`src/design/capture0_trigger_select_pkg.sv`:
```
// Package: register map, field positions and reset values of the capture 0 trigger select
package capture0_trigger_select_pkg;

  // ==========================================================================
  // Register bus
  // ==========================================================================
  localparam int          ADDR_W           = 4;
  localparam int          DATA_W           = 32;
  localparam logic [3:0]  CAP0_SEL_OFFSET  = 4'h0;   // Trigger source select register

  // ==========================================================================
  // Register contents
  // ==========================================================================
  localparam logic [31:0] CAP0_SEL_RESET   = 32'h0000_0000;
  localparam logic [31:0] CAP0_SEL_WMASK   = 32'hFF0F_FFFF; // Bits 23:20 held at reset value

  // ==========================================================================
  // Field positions
  // ==========================================================================
  localparam int          SOFT_TRIG_BIT    = 0;      // cap0_soft_trigger
  localparam int          UPDATE_BIT       = 1;      // cap0_on_update_event
  localparam int          EXT_LSB          = 2;      // cap0_on_ext_event_0
  localparam int          EXT_MSB          = 11;     // cap0_on_ext_event_9
  localparam int          EXT_COUNT        = 10;
  localparam int          SIB_COUNT        = 4;      // Siblings 0, 1, 3 and 4

  // Group base per sibling slot: rise, fall, compare 0, compare 1 in ascending order
  localparam int          SIB_BASE [SIB_COUNT] = '{12, 16, 24, 28};
  localparam int          OFS_RISE         = 0;
  localparam int          OFS_FALL         = 1;
  localparam int          OFS_CMP0         = 2;
  localparam int          OFS_CMP1         = 3;

endpackage

```
`src/design/capture0_trigger_select.sv`:
```
// Module: capture 0 trigger source selection for one slave timer instance
//
// The placing of the registers and the plain strobed port are this design's own decisions.
`timescale 1ns/1ns

module capture0_trigger_select (
  input  wire logic        clk_sys,
  input  wire logic        rst,
  input  wire logic [3:0]  regAddr,
  input  wire logic [31:0] regWriteData,
  input  wire logic        regWrite,
  input  wire logic        regRead,
  output logic      [31:0] regReadData,
  input  wire logic        updateEvent,
  input  wire logic [9:0]  extEvent,
  input  wire logic [3:0]  siblingCompare0,
  input  wire logic [3:0]  siblingCompare1,
  input  wire logic [3:0]  siblingChannel0Out,
  output logic             capture0Trigger
);

  // ==========================================================================
  // State
  // ==========================================================================
  typedef struct packed {
    logic [31:0] ctrl;
    logic [3:0]  prevOut;
    logic        primed;
    logic        trigger;
    logic [31:0] readData;
  } state_t;

  state_t      cur;
  state_t      next_cur;

  logic        selHit;
  logic        softWrite;
  logic [3:0]  selRise;
  logic [3:0]  selFall;
  logic [3:0]  selCmp0;
  logic [3:0]  selCmp1;
  logic [3:0]  outRise;
  logic [3:0]  outFall;
  logic        anySource;

  // ==========================================================================
  // Field extraction
  // ==========================================================================
  // Per-sibling enables gathered from their scattered positions
  always_comb begin
    selRise = 4'h0;
    selFall = 4'h0;
    selCmp0 = 4'h0;
    selCmp1 = 4'h0;
    for (int i = 0; i < capture0_trigger_select_pkg::SIB_COUNT; i++) begin
      selRise[i] = cur.ctrl[capture0_trigger_select_pkg::SIB_BASE[i]
                            + capture0_trigger_select_pkg::OFS_RISE];
      selFall[i] = cur.ctrl[capture0_trigger_select_pkg::SIB_BASE[i]
                            + capture0_trigger_select_pkg::OFS_FALL];
      selCmp0[i] = cur.ctrl[capture0_trigger_select_pkg::SIB_BASE[i]
                            + capture0_trigger_select_pkg::OFS_CMP0];
      selCmp1[i] = cur.ctrl[capture0_trigger_select_pkg::SIB_BASE[i]
                            + capture0_trigger_select_pkg::OFS_CMP1];
    end
  end

  // Output transitions, suppressed until one sample of history exists
  assign outRise = (siblingChannel0Out & ~cur.prevOut) & {4{cur.primed}};
  assign outFall = (~siblingChannel0Out & cur.prevOut) & {4{cur.primed}};

  // Address decode
  assign selHit    = (regAddr == capture0_trigger_select_pkg::CAP0_SEL_OFFSET);
  assign softWrite = regWrite && selHit
                     && regWriteData[capture0_trigger_select_pkg::SOFT_TRIG_BIT];

  // ==========================================================================
  // Source combination
  // ==========================================================================
  // Any enabled source gives one capture request
  assign anySource =
      cur.ctrl[capture0_trigger_select_pkg::SOFT_TRIG_BIT]
    | (updateEvent && cur.ctrl[capture0_trigger_select_pkg::UPDATE_BIT])
    | (|(extEvent & cur.ctrl[capture0_trigger_select_pkg::EXT_MSB:
                             capture0_trigger_select_pkg::EXT_LSB]))
    | (|(siblingCompare0 & selCmp0))
    | (|(siblingCompare1 & selCmp1))
    | (|(outRise & selRise))
    | (|(outFall & selFall));

  // ==========================================================================
  // Next state
  // ==========================================================================
  always_comb begin
    next_cur          = cur;
    next_cur.prevOut  = siblingChannel0Out;
    next_cur.primed   = 1'b1;
    next_cur.trigger  = anySource;
    next_cur.readData = 32'h0000_0000;
    // Soft trigger self-clears once it has been turned into a capture
    if (cur.ctrl[capture0_trigger_select_pkg::SOFT_TRIG_BIT]) begin
      next_cur.ctrl[capture0_trigger_select_pkg::SOFT_TRIG_BIT] = 1'b0;
    end
    // Register write; reserved bits keep their reset value
    if (regWrite && selHit) begin
      next_cur.ctrl = (regWriteData & capture0_trigger_select_pkg::CAP0_SEL_WMASK)
                    | (capture0_trigger_select_pkg::CAP0_SEL_RESET
                       & ~capture0_trigger_select_pkg::CAP0_SEL_WMASK);
      // A plain write of zero does not cancel a pending soft trigger
      if (cur.ctrl[capture0_trigger_select_pkg::SOFT_TRIG_BIT] && !softWrite) begin
        next_cur.ctrl[capture0_trigger_select_pkg::SOFT_TRIG_BIT] = 1'b0;
      end
    end
    // Register read; unmapped addresses answer zero
    if (regRead) begin
      if (selHit) begin
        next_cur.readData = cur.ctrl;
      end else begin
        next_cur.readData = 32'h0000_0000;
      end
    end
  end

  // ==========================================================================
  // State register
  // ==========================================================================
  always_ff @(posedge clk_sys or posedge rst) begin
    if (rst) begin
      cur.ctrl     <= capture0_trigger_select_pkg::CAP0_SEL_RESET;
      cur.prevOut  <= 4'h0;
      cur.primed   <= 1'b0;
      cur.trigger  <= 1'b0;
      cur.readData <= 32'h0000_0000;
    end else begin
      cur <= next_cur;
    end
  end

  assign regReadData     = cur.readData;
  assign capture0Trigger = cur.trigger;

  // ==========================================================================
  // Checks
  // ==========================================================================
  // Soft trigger write fires two cycles later
  chk_soft_fire: assert property (
    @(posedge clk_sys) disable iff (rst)
    softWrite |-> ##2 capture0Trigger
  ) else $error("soft trigger write did not fire capture");

  // Soft trigger bit clears by itself
  chk_soft_clear: assert property (
    @(posedge clk_sys) disable iff (rst)
    softWrite ##1 !softWrite |=> !cur.ctrl[0]
  ) else $error("soft trigger bit did not self clear");

  // A pending soft trigger lasts one cycle unless written again
  chk_soft_hold: assert property (
    @(posedge clk_sys) disable iff (rst)
    (cur.ctrl[0] && !softWrite) |=> !cur.ctrl[0]
  ) else $error("soft trigger bit stayed set");

  // Enabled update event fires next cycle
  chk_update_fire: assert property (
    @(posedge clk_sys) disable iff (rst)
    (updateEvent && cur.ctrl[1]) |=> capture0Trigger
  ) else $error("update event did not fire capture");

  // Enabled external events fire next cycle
  chk_ext_fire: assert property (
    @(posedge clk_sys) disable iff (rst)
    (|(extEvent & cur.ctrl[11:2])) |=> capture0Trigger
  ) else $error("external event did not fire capture");

  // Enabled sibling compare 0 fires next cycle
  chk_cmp0_fire: assert property (
    @(posedge clk_sys) disable iff (rst)
    (|(siblingCompare0 & {cur.ctrl[30], cur.ctrl[26], cur.ctrl[18], cur.ctrl[14]}))
      |=> capture0Trigger
  ) else $error("sibling compare 0 did not fire capture");

  // Enabled sibling compare 1 fires next cycle
  chk_cmp1_fire: assert property (
    @(posedge clk_sys) disable iff (rst)
    (|(siblingCompare1 & {cur.ctrl[31], cur.ctrl[27], cur.ctrl[19], cur.ctrl[15]}))
      |=> capture0Trigger
  ) else $error("sibling compare 1 did not fire capture");

  // Enabled rising output fires next cycle
  chk_rise_fire: assert property (
    @(posedge clk_sys) disable iff (rst)
    (cur.primed && |(siblingChannel0Out & ~$past(siblingChannel0Out)
       & {cur.ctrl[28], cur.ctrl[24], cur.ctrl[16], cur.ctrl[12]})) |=> capture0Trigger
  ) else $error("output rise did not fire capture");

  // Enabled falling output fires next cycle
  chk_fall_fire: assert property (
    @(posedge clk_sys) disable iff (rst)
    (cur.primed && |(~siblingChannel0Out & $past(siblingChannel0Out)
       & {cur.ctrl[29], cur.ctrl[25], cur.ctrl[17], cur.ctrl[13]})) |=> capture0Trigger
  ) else $error("output fall did not fire capture");

  // No capture without an enabled source the cycle before
  chk_no_spurious: assert property (
    @(posedge clk_sys) disable iff (rst)
    capture0Trigger |-> $past(cur.ctrl[0]
      || (updateEvent && cur.ctrl[1])
      || (|(extEvent & cur.ctrl[11:2]))
      || (|(siblingCompare0 & {cur.ctrl[30], cur.ctrl[26], cur.ctrl[18], cur.ctrl[14]}))
      || (|(siblingCompare1 & {cur.ctrl[31], cur.ctrl[27], cur.ctrl[19], cur.ctrl[15]}))
      || (cur.primed && |(siblingChannel0Out & ~cur.prevOut
           & {cur.ctrl[28], cur.ctrl[24], cur.ctrl[16], cur.ctrl[12]}))
      || (cur.primed && |(~siblingChannel0Out & cur.prevOut
           & {cur.ctrl[29], cur.ctrl[25], cur.ctrl[17], cur.ctrl[13]})))
  ) else $error("capture fired without enabled source");

endmodule  // capture0_trigger_select

```
`config.mk`:
```
export PLATFORM = sky130hd
export DESIGN_NAME = capture0_trigger_select
export DESIGN_NICKNAME = d
export VERILOG_FILES = /design/src/design/capture0_trigger_select_pkg.sv /design/src/design/capture0_trigger_select.sv
export SDC_FILE = /design/constraint.sdc
export NUM_CORES = 1
export LEC_CHECK = 0
export ABC_AREA = 1
export ABC_CLOCK_PERIOD_IN_PS = 4800
export BUFFER_PORTS_ARGS = -buffer_cell sky130_fd_sc_hd__buf_2
export CAP_MARGIN = 20
export CORE_MARGIN = 1
export CORE_UTILIZATION = 43
export CTS_BUF_LIST = sky130_fd_sc_hd__clkbuf_4
export CTS_CLUSTER_SIZE = 25
export DETAILED_ROUTE_END_ITERATION = 12
export PLACE_DENSITY = 0.71
export SLEW_MARGIN = 40
export SYNTH_ARGS = -nofsm -noshare
export SYNTH_HDL_FRONTEND = slang
export SYNTH_SLANG_ARGS = --single-unit
```
`constraint.sdc`:
```
create_clock -name clk_sys -period 4.8 [get_ports clk_sys]
set_input_delay 0.96 -clock clk_sys [delete_from_list [all_inputs] [get_ports clk_sys]]
set_output_delay 0.96 -clock clk_sys [all_outputs]
set_load 0.03 [all_outputs]
```
# Yosys cells after proc, flatten, opt, wreduce, memory -nomap -nowiden
# Index checks and enable logic that the tools add are counted.
# W data, S select, Z words.
# totals
reg_bits,66
out_inout_bits,33
# classes
muxes,4
n_bitwise,17
reduce_logical,11
# op_table
op,n
$mux W32,2
$and A4 B4 Y4,8
$reduce_or A4 Y1,4
$and A10 B10 Y10,1
$reduce_or A10 Y1,1
$not A4 Y4,2
$or A1 B1 Y1,6
$logic_and A1 B1 Y1,4
$logic_not A4 Y1,1
$mux W1,2
$logic_not A1 Y1,1

# Depth between registers and ports, before layout
# Gate-level depths: netlist (run 1).
# logic_depth
depth_word,7
mapped_depth,7

# Worst setup path after synthesis (run 1)
# No wires, ideal clock.
# synth_path
path_type,input -> register
start,input port regAddr[3]
end,register cur[39] (netlist name)
arrival_time_ns,1.572
path_slack_ns,3.107
stages,5
path_buffers,2
cell_sequence,nor2_2 and3_1 buf_6 buf_4 o21ai_1
# synth_via
elab_chain_len,2
# synth_rtl
element,line_no,rtl
"start, declared",capture0_trigger_select.sv:9,"input wire logic [3:0] regAddr,"
$logic_not A4 Y1,capture0_trigger_select.sv:72,assign selHit = (regAddr == capture0_trigger_select_pkg::CAP0_SEL_OFFSET);
$logic_and A1 B1 Y1,capture0_trigger_select.sv:104,if (regWrite && selHit) begin
"end signal, assigned",capture0_trigger_select.sv:134,cur <= next_cur;
"end, declared",capture0_trigger_select.sv:33,state_t cur;
# No other way between the ends.
# A chain may end at the register's enable or synchronous reset.

# Worst setup path after layout (run 1)
# layout_path
start,"register cur, in the netlist capture0Trigger"
end,output port capture0Trigger
# layout_lines
element,line_no,rtl
"end, declared",capture0_trigger_select.sv:19,output logic capture0Trigger
# No word-level cell between the ends.

==> results of run 1 <==
[flip-flops by register name (all words and copies together) (netlist names)]
| name | flops |
|---|---|
| cur | 33 |
| regReadData | 28 |
| capture0Trigger | 1 |
[placed cells by master, fill, tap and decap left out]
master	n
o21ai_2	10
conb_1	5
inv_2	1
nor2_2	2
clkinv_1	2
nand2_1	51
clkinv_2	3
buf_4	1
nand3_2	1
o21ai_1	13
nand3_1	9
nand2_2	10
dfrtp_1	62
clkbuf_4	10
o21ai_0	4
bufinv_16	1
nor2_1	35
nand3b_1	1
and2_1	1
a21oi_1	1
and3_4	1
inv_1	36
buf_2	87
[how the worst min path moves through the flow]
stage,start,end,slack [ps],depth (start not counted)
floorplan,cur[33],capture0Trigger,420,2
CTS,cur[33],capture0Trigger,450,2
finish,cur[33],capture0Trigger,440,2
global route,cur[33],capture0Trigger,470,2
global placement,cur[33],capture0Trigger,430,2
detailed placement,cur[33],capture0Trigger,430,2
[where the power goes]
group | internal (uW) | leakage [uW] | switching [uW]
sequential | 582 | 0.000793 | 31.7
combinational | 67.0 | 0.000852 | 99.5
clock | 159 | 0.0000750 | 179
total | 808 | 0.00172 | 310
[per-layer routing]
| metal | GRT usage | up-vias |
|---|---|---|
| met5 | 0 | - |
| met4 | 0.111 | 0 |
| met3 | 0.0352 | 12 |
| met2 | 0.275 | 64 |
| met1 | 0.197 | 858 |
| li1 | - | 928 |
[final cells by class]
cell class,count,area [um^2],area share
multi-input cells,144,674,0.223
well taps,75,93.8,0.0310
flip-flops and latches,62,1550,0.512
clock buffers,10,75.1,0.0248
inverters,37,139,0.0458
clock inverters,6,52.6,0.0173
repair buffers,88,443,0.146
[cell families (layout without fill, tap and decap cells)]
group,Yosys count,count (layout),share of synthesized area
other,2,5,0.00282
DFF,62,62,0.583
and+or+nand+nor,111,111,0.178
buffers and inverters,77,141,0.169
AOI/OAI and AO/OA,28,28,0.0668
[worst register-to-register path, stage by stage, from the launching register on]
cell and delay, ps:
dfrtp_1 400, nand2_1 70, nand2_1 50, nor2_1 140, nand3_1 100, nor2_1 110, nand2_1 50
[stage by stage]
stage          cells  instance area [um^2]  power (uW)  utilization  hold WS, ps
5_1_grt          422                  3030        1180        0.509          468
2_1_floorplan    283                  2670         740            -          418
3_3_place_gp     406                  2900         785        0.487          432
3_5_place_dp     406                  2900         793        0.487          427
4_1_cts          422                  3030        1130        0.509          445
6_report         422                  3030        1120        0.509          443
[synth_stat cells, drive strengths merged]
cell type	number	share of area
clkbuf	2	0.0028
nand2	61	0.095
dfrtp	62	0.58
conb	2	0.0028
o21ai	27	0.065
and2	1	0.0024
and3	1	0.0024
buf	38	0.11
a21oi	1	0.0019
nand3	10	0.021
nand3b	1	0.0028
nor2	37	0.054
inv	37	0.052
==> summary.md, run 1 <==
| Metric | Value |
|---|---|
| Status | `complete, no violations` |
| Post-synthesis sequential area ratio | `0.583` |
| Dpl ws | `2590 ps` |
| Mapped Cells | `280` |
| Largest stage delay, worst path | `390 ps` |
| Fin. Hold Viols | `0` |
| Worst EP arrival | `940 ps` |
| Fin Setup TNS | `0 ps` |
| First-pass GRT wire length | `7910 um` |
| Critical Path RT | `3840 ps` |
| Worst path cell trace | `buf_2` |
| DP HPWL | `3540 um` |
| Worst min path class | `reg2reg` |
| CP top delay family | `flip-flops` |
| Top sig layer | `met4` |
| Crit Path Class | `reg2out` |
| Number of global-route vias before repair | `1,856` |
| Clock Path Buffers | `2` |
| Pre-Repair DR Iteration Count | `4` |
| CP startpoint | `capture0Trigger` |
| Synth warnings | `0` |
| Clock sinks | `62` |
| Fill cell count | `584` |
| Routability cong. | `0.793` |
| CP Max Fanout | `1` |
| GRT overflow | `0` |
| Root Buffer | `clkbuf_4` |
| Layout area overhead | `13.9%` |
| Layout Nets | `405` |
| # DRC | `0` |
| I/O Buffers | `87` |
| Clock Skews | `9.51 ps` |
| RSZ-0062 raised after global routing | `false` |
| Drt wl/cell | `11.7 um` |
| PD cells | `369 nW/um^2` |
| Post-Route WL | `4960 um` |
| I/O pin count | `96` |
| Endpoints failing setup | `0` |
| R2R cell count | `6` |
| Die width | `80.7 um` |
| CTS clk-pin slew, worst paths | `100 ps` |
| Met1 WL | `2140 um` |
| Max Freq | `525 MHz` |
| Worst skew pair latency | `380 ps` |
| Flop2flop setup slack | `3790 ps` |
| Initial antenna violation count | `0` |
| CP Buf/Inv Count | `1` |
| Diodes inserted | `0` |
| Vias per std cell | `4.41` |
| Gr usage total | `0.168` |
| Initial core utilization | `0.447` |
| # resized after CTS | `0` |
| Layout cells sized above 1 | `0.366` |
| Core area | `5960 um^2` |
| Final ANT Viol Nets | `0` |
| Register bit count reported by yosys | `62` |
| Wire length on met3 | `291 um` |
| Die height | `80.7 um` |
| Post-Syn Area per Cell | `9.50 um^2` |
| Worst R2R End | `capture0Trigger` |
| Levels on crit path | `1` |
| Total CTS buffers | `9` |
| Max-Cap Viols | `0` |
| Synth cell types | `19` |
| Slowest CP cell | `dfrtp_1` |
| Final worst-path cycle share | `0.397` |
| Hold buffer count at cts | `0` |
| CTS tree | `done` |
| Peak VDD IR | `0.232 mV` |
| Cell area after synthesis | `2660 um^2` |
| Slew headroom | `0.555` |
| Final Max Slew Viols | `0` |
| Worst slew pin tran | `668 ps` |
| Via count | `1,862` |
| Final min period | `1900 ps` |
| Largest net degree at the start of global routing | `56` |
| Crit. End Element | `output pin` |
| LEAKAGE | `0.00172 uW` |
| CP Launch Type | `register` |
| DR WL met2 | `2420 um` |
| Row count | `28` |
| Post-CTS Setup Bufs | `0` |
| Number of levels in the clock H-tree | `3` |
| Die ar. | `6500 um^2` |
| CP Capture Point | `capture0Trigger` |
| Setup ws final | `2900 ps` |
| Initial drt markers | `64` |
| FF-to-FF Start | `cur[40]` |
(Power assumes the default switching activity.)
==> run 2, diff against run 1 <==
--- a/config.mk
+++ b/config.mk
@@ -6,7 +6,7 @@
 export NUM_CORES = 1
 export LEC_CHECK = 0
 export ABC_AREA = 1
-export ABC_CLOCK_PERIOD_IN_PS = 4800
+export ABC_CLOCK_PERIOD_IN_PS = 1750
 export BUFFER_PORTS_ARGS = -buffer_cell sky130_fd_sc_hd__buf_2
 export CAP_MARGIN = 20
 export CORE_MARGIN = 1
@@ -14,7 +14,7 @@
 export CTS_BUF_LIST = sky130_fd_sc_hd__clkbuf_4
 export CTS_CLUSTER_SIZE = 25
 export DETAILED_ROUTE_END_ITERATION = 12
-export PLACE_DENSITY = 0.71
+export PLACE_DENSITY = 0.74
 export SLEW_MARGIN = 40
 export SYNTH_ARGS = -nofsm -noshare
 export SYNTH_HDL_FRONTEND = slang
==> constraint.sdc (replaced) <==
create_clock -name clk_sys -period 1.75 [get_ports clk_sys]
set_input_delay 0.35 -clock clk_sys [delete_from_list [all_inputs] [get_ports clk_sys]]
set_output_delay 0.35 -clock clk_sys [all_outputs]
set_load 0.03 [all_outputs]
==> run 2 against run 1 <==
Via count up 0.32%. Largest power group unchanged. Flip-flop and latch count unchanged. Die area unchanged. Clock skew up 6.7 ps. Critical endpoint is now regReadData[9]. Critical path depth unchanged. Clock power rose to 3.3 times the previous value.
==> summary.md, run 2 (synthesis results as in run 1) <==
| Metric | Value |
|---|---|
| First-pass GRT wire length | `7820 um` |
| Routability cong. | `0.784` |
| Min Hold Slack | `45.4 ps` |
| Worst EP arrival | `950 ps` |
| Vias per std cell | `4.40` |
| # DRC | `0` |
| FF-to-FF Start | `cur[43]` |
| Worst path cell trace | `buf_2` |
| Number of global-route vias before repair | `1,818` |
| Number of flip-flops in the largest register | `33` |
| Clock Skews | `16.2 ps` |
| Final ANT Viol Nets | `0` |
| Die ar. | `6500 um^2` |
| Flop2flop setup slack | `740 ps` |
| CP Buf/Inv Count | `1` |
| Number of levels in the clock H-tree | `3` |
| Max-Cap Viols | `0` |
| PD cells | `1050 nW/um^2` |
| CTS clk-pin slew, worst paths | `110 ps` |
| Placed cells | `409` |
| Layout Nets | `408` |
| Most frequent cells in the layout | `buf_2, dfrtp_1, nand2_1` |
| Post-Route WL | `4990 um` |
| Peak VDD IR | `0.470 mV` |
| Worst skew pair latency | `380 ps` |
| Root Buffer | `clkbuf_4` |
| Crit. End Element | `output pin` |
| Layout cells sized above 1 | `0.374` |
| Die width | `80.7 um` |
| Initial drt markers | `108` |
| Gr usage total | `0.167` |
| Clock Path Buffers | `2` |
| Status | `complete, no violations` |
| Worst min path class | `in2async` |
| Final min period | `1300 ps` |
| Drt wl/cell | `11.8 um` |
| GRT overflow | `0` |
| Worst R2R End | `capture0Trigger` |
| Diodes inserted | `0` |
| Slowest CP cell | `dfrtp_1` |
| R2R cell count | `6` |
| Hold buffer count at cts | `0` |
| Total Power | `3230 uW` |
| Initial antenna violation count | `0` |
| I/O Buffers | `87` |
| Post-place instance area | `2940 um^2` |
| Most common cell after layout, fill and taps aside | `buf_2` |
| CP Max Fanout | `1` |
| Final Max Slew Viols | `0` |
| Core area | `5960 um^2` |
| Max Freq | `771 MHz` |
| Post-CTS Setup Bufs | `0` |
| Die height | `80.7 um` |
| CP top delay family | `flip-flops` |
| Initial core utilization | `0.447` |
| Final instance area | `3090 um^2` |
| RSZ-0062 raised after global routing | `false` |
| CTS tree | `done` |
| Largest register by flop count | `cur` |
| Clock sinks | `62` |
| Endpoints failing setup | `0` |
| Fill cell count | `577` |
| I/O pin count | `96` |
| Largest net degree at the start of global routing | `56` |
| Post-Layout Cell Count | `425` |
| Total CTS buffers | `9` |
| # resized after CTS | `0` |
| Row count | `28` |
| Critical Path RT | `1400 ps` |
| LEAKAGE | `0.00175 uW` |
| Largest stage delay, worst path | `390 ps` |
| Fin Setup TNS | `0 ps` |
| Crit Path Class | `reg2out` |
| Final worst-path cycle share | `0.741` |
| Pre-Repair DR Iteration Count | `4` |
| Via count | `1,868` |
| CP Launch Type | `register` |
| DP HPWL | `3590 um` |
| Fin. Hold Viols | `0` |
| Layout area overhead | `16.3%` |
run 2: stage by stage:
stage          utilization  worst slack [ps]
6_report             0.519               452
5_1_grt              0.519               408
4_1_cts              0.519               420
3_5_place_dp         0.493               390
3_3_place_gp         0.493               438
2_1_floorplan            -               667
run 2: how the worst max path moves through the flow:
stage,to,from,depth (start not counted)
global placement,cur[50],regAddr[3],6
detailed placement,cur[44],regAddr[3],6
CTS,regReadData[9],regReadData[9],1
global route,regReadData[29],regReadData[29],1
floorplan,cur[39],regAddr[3],5
finish,regReadData[9],regReadData[9],1
run 2: where the power goes:
group	switching (uW)	internal, uW
logic	271	187
clock network	492	604
registers	83.8	1600
run 2: layout make-up:
| class | instances | area (um^2) | share of cell area |
|---|---|---|---|
| Sequential cell | 62 | 1550 | 0.502 |
| Clock inverter | 5 | 73.8 | 0.0239 |
| Inverter | 37 | 143 | 0.0461 |
| Clock buffer | 11 | 82.6 | 0.0267 |
| Tap cell | 75 | 93.8 | 0.0303 |
| Timing Repair Buffer | 91 | 478 | 0.155 |
| Multi-Input combinational cell | 144 | 671 | 0.217 |
run 2: per-layer routing:
metal	GRT usage	wire, um	vias up
met5	0	0	-
met4	0.111	151	0
met3	0.0409	261	15
met2	0.275	2470	60
met1	0.190	2110	852
li1	-	-	941
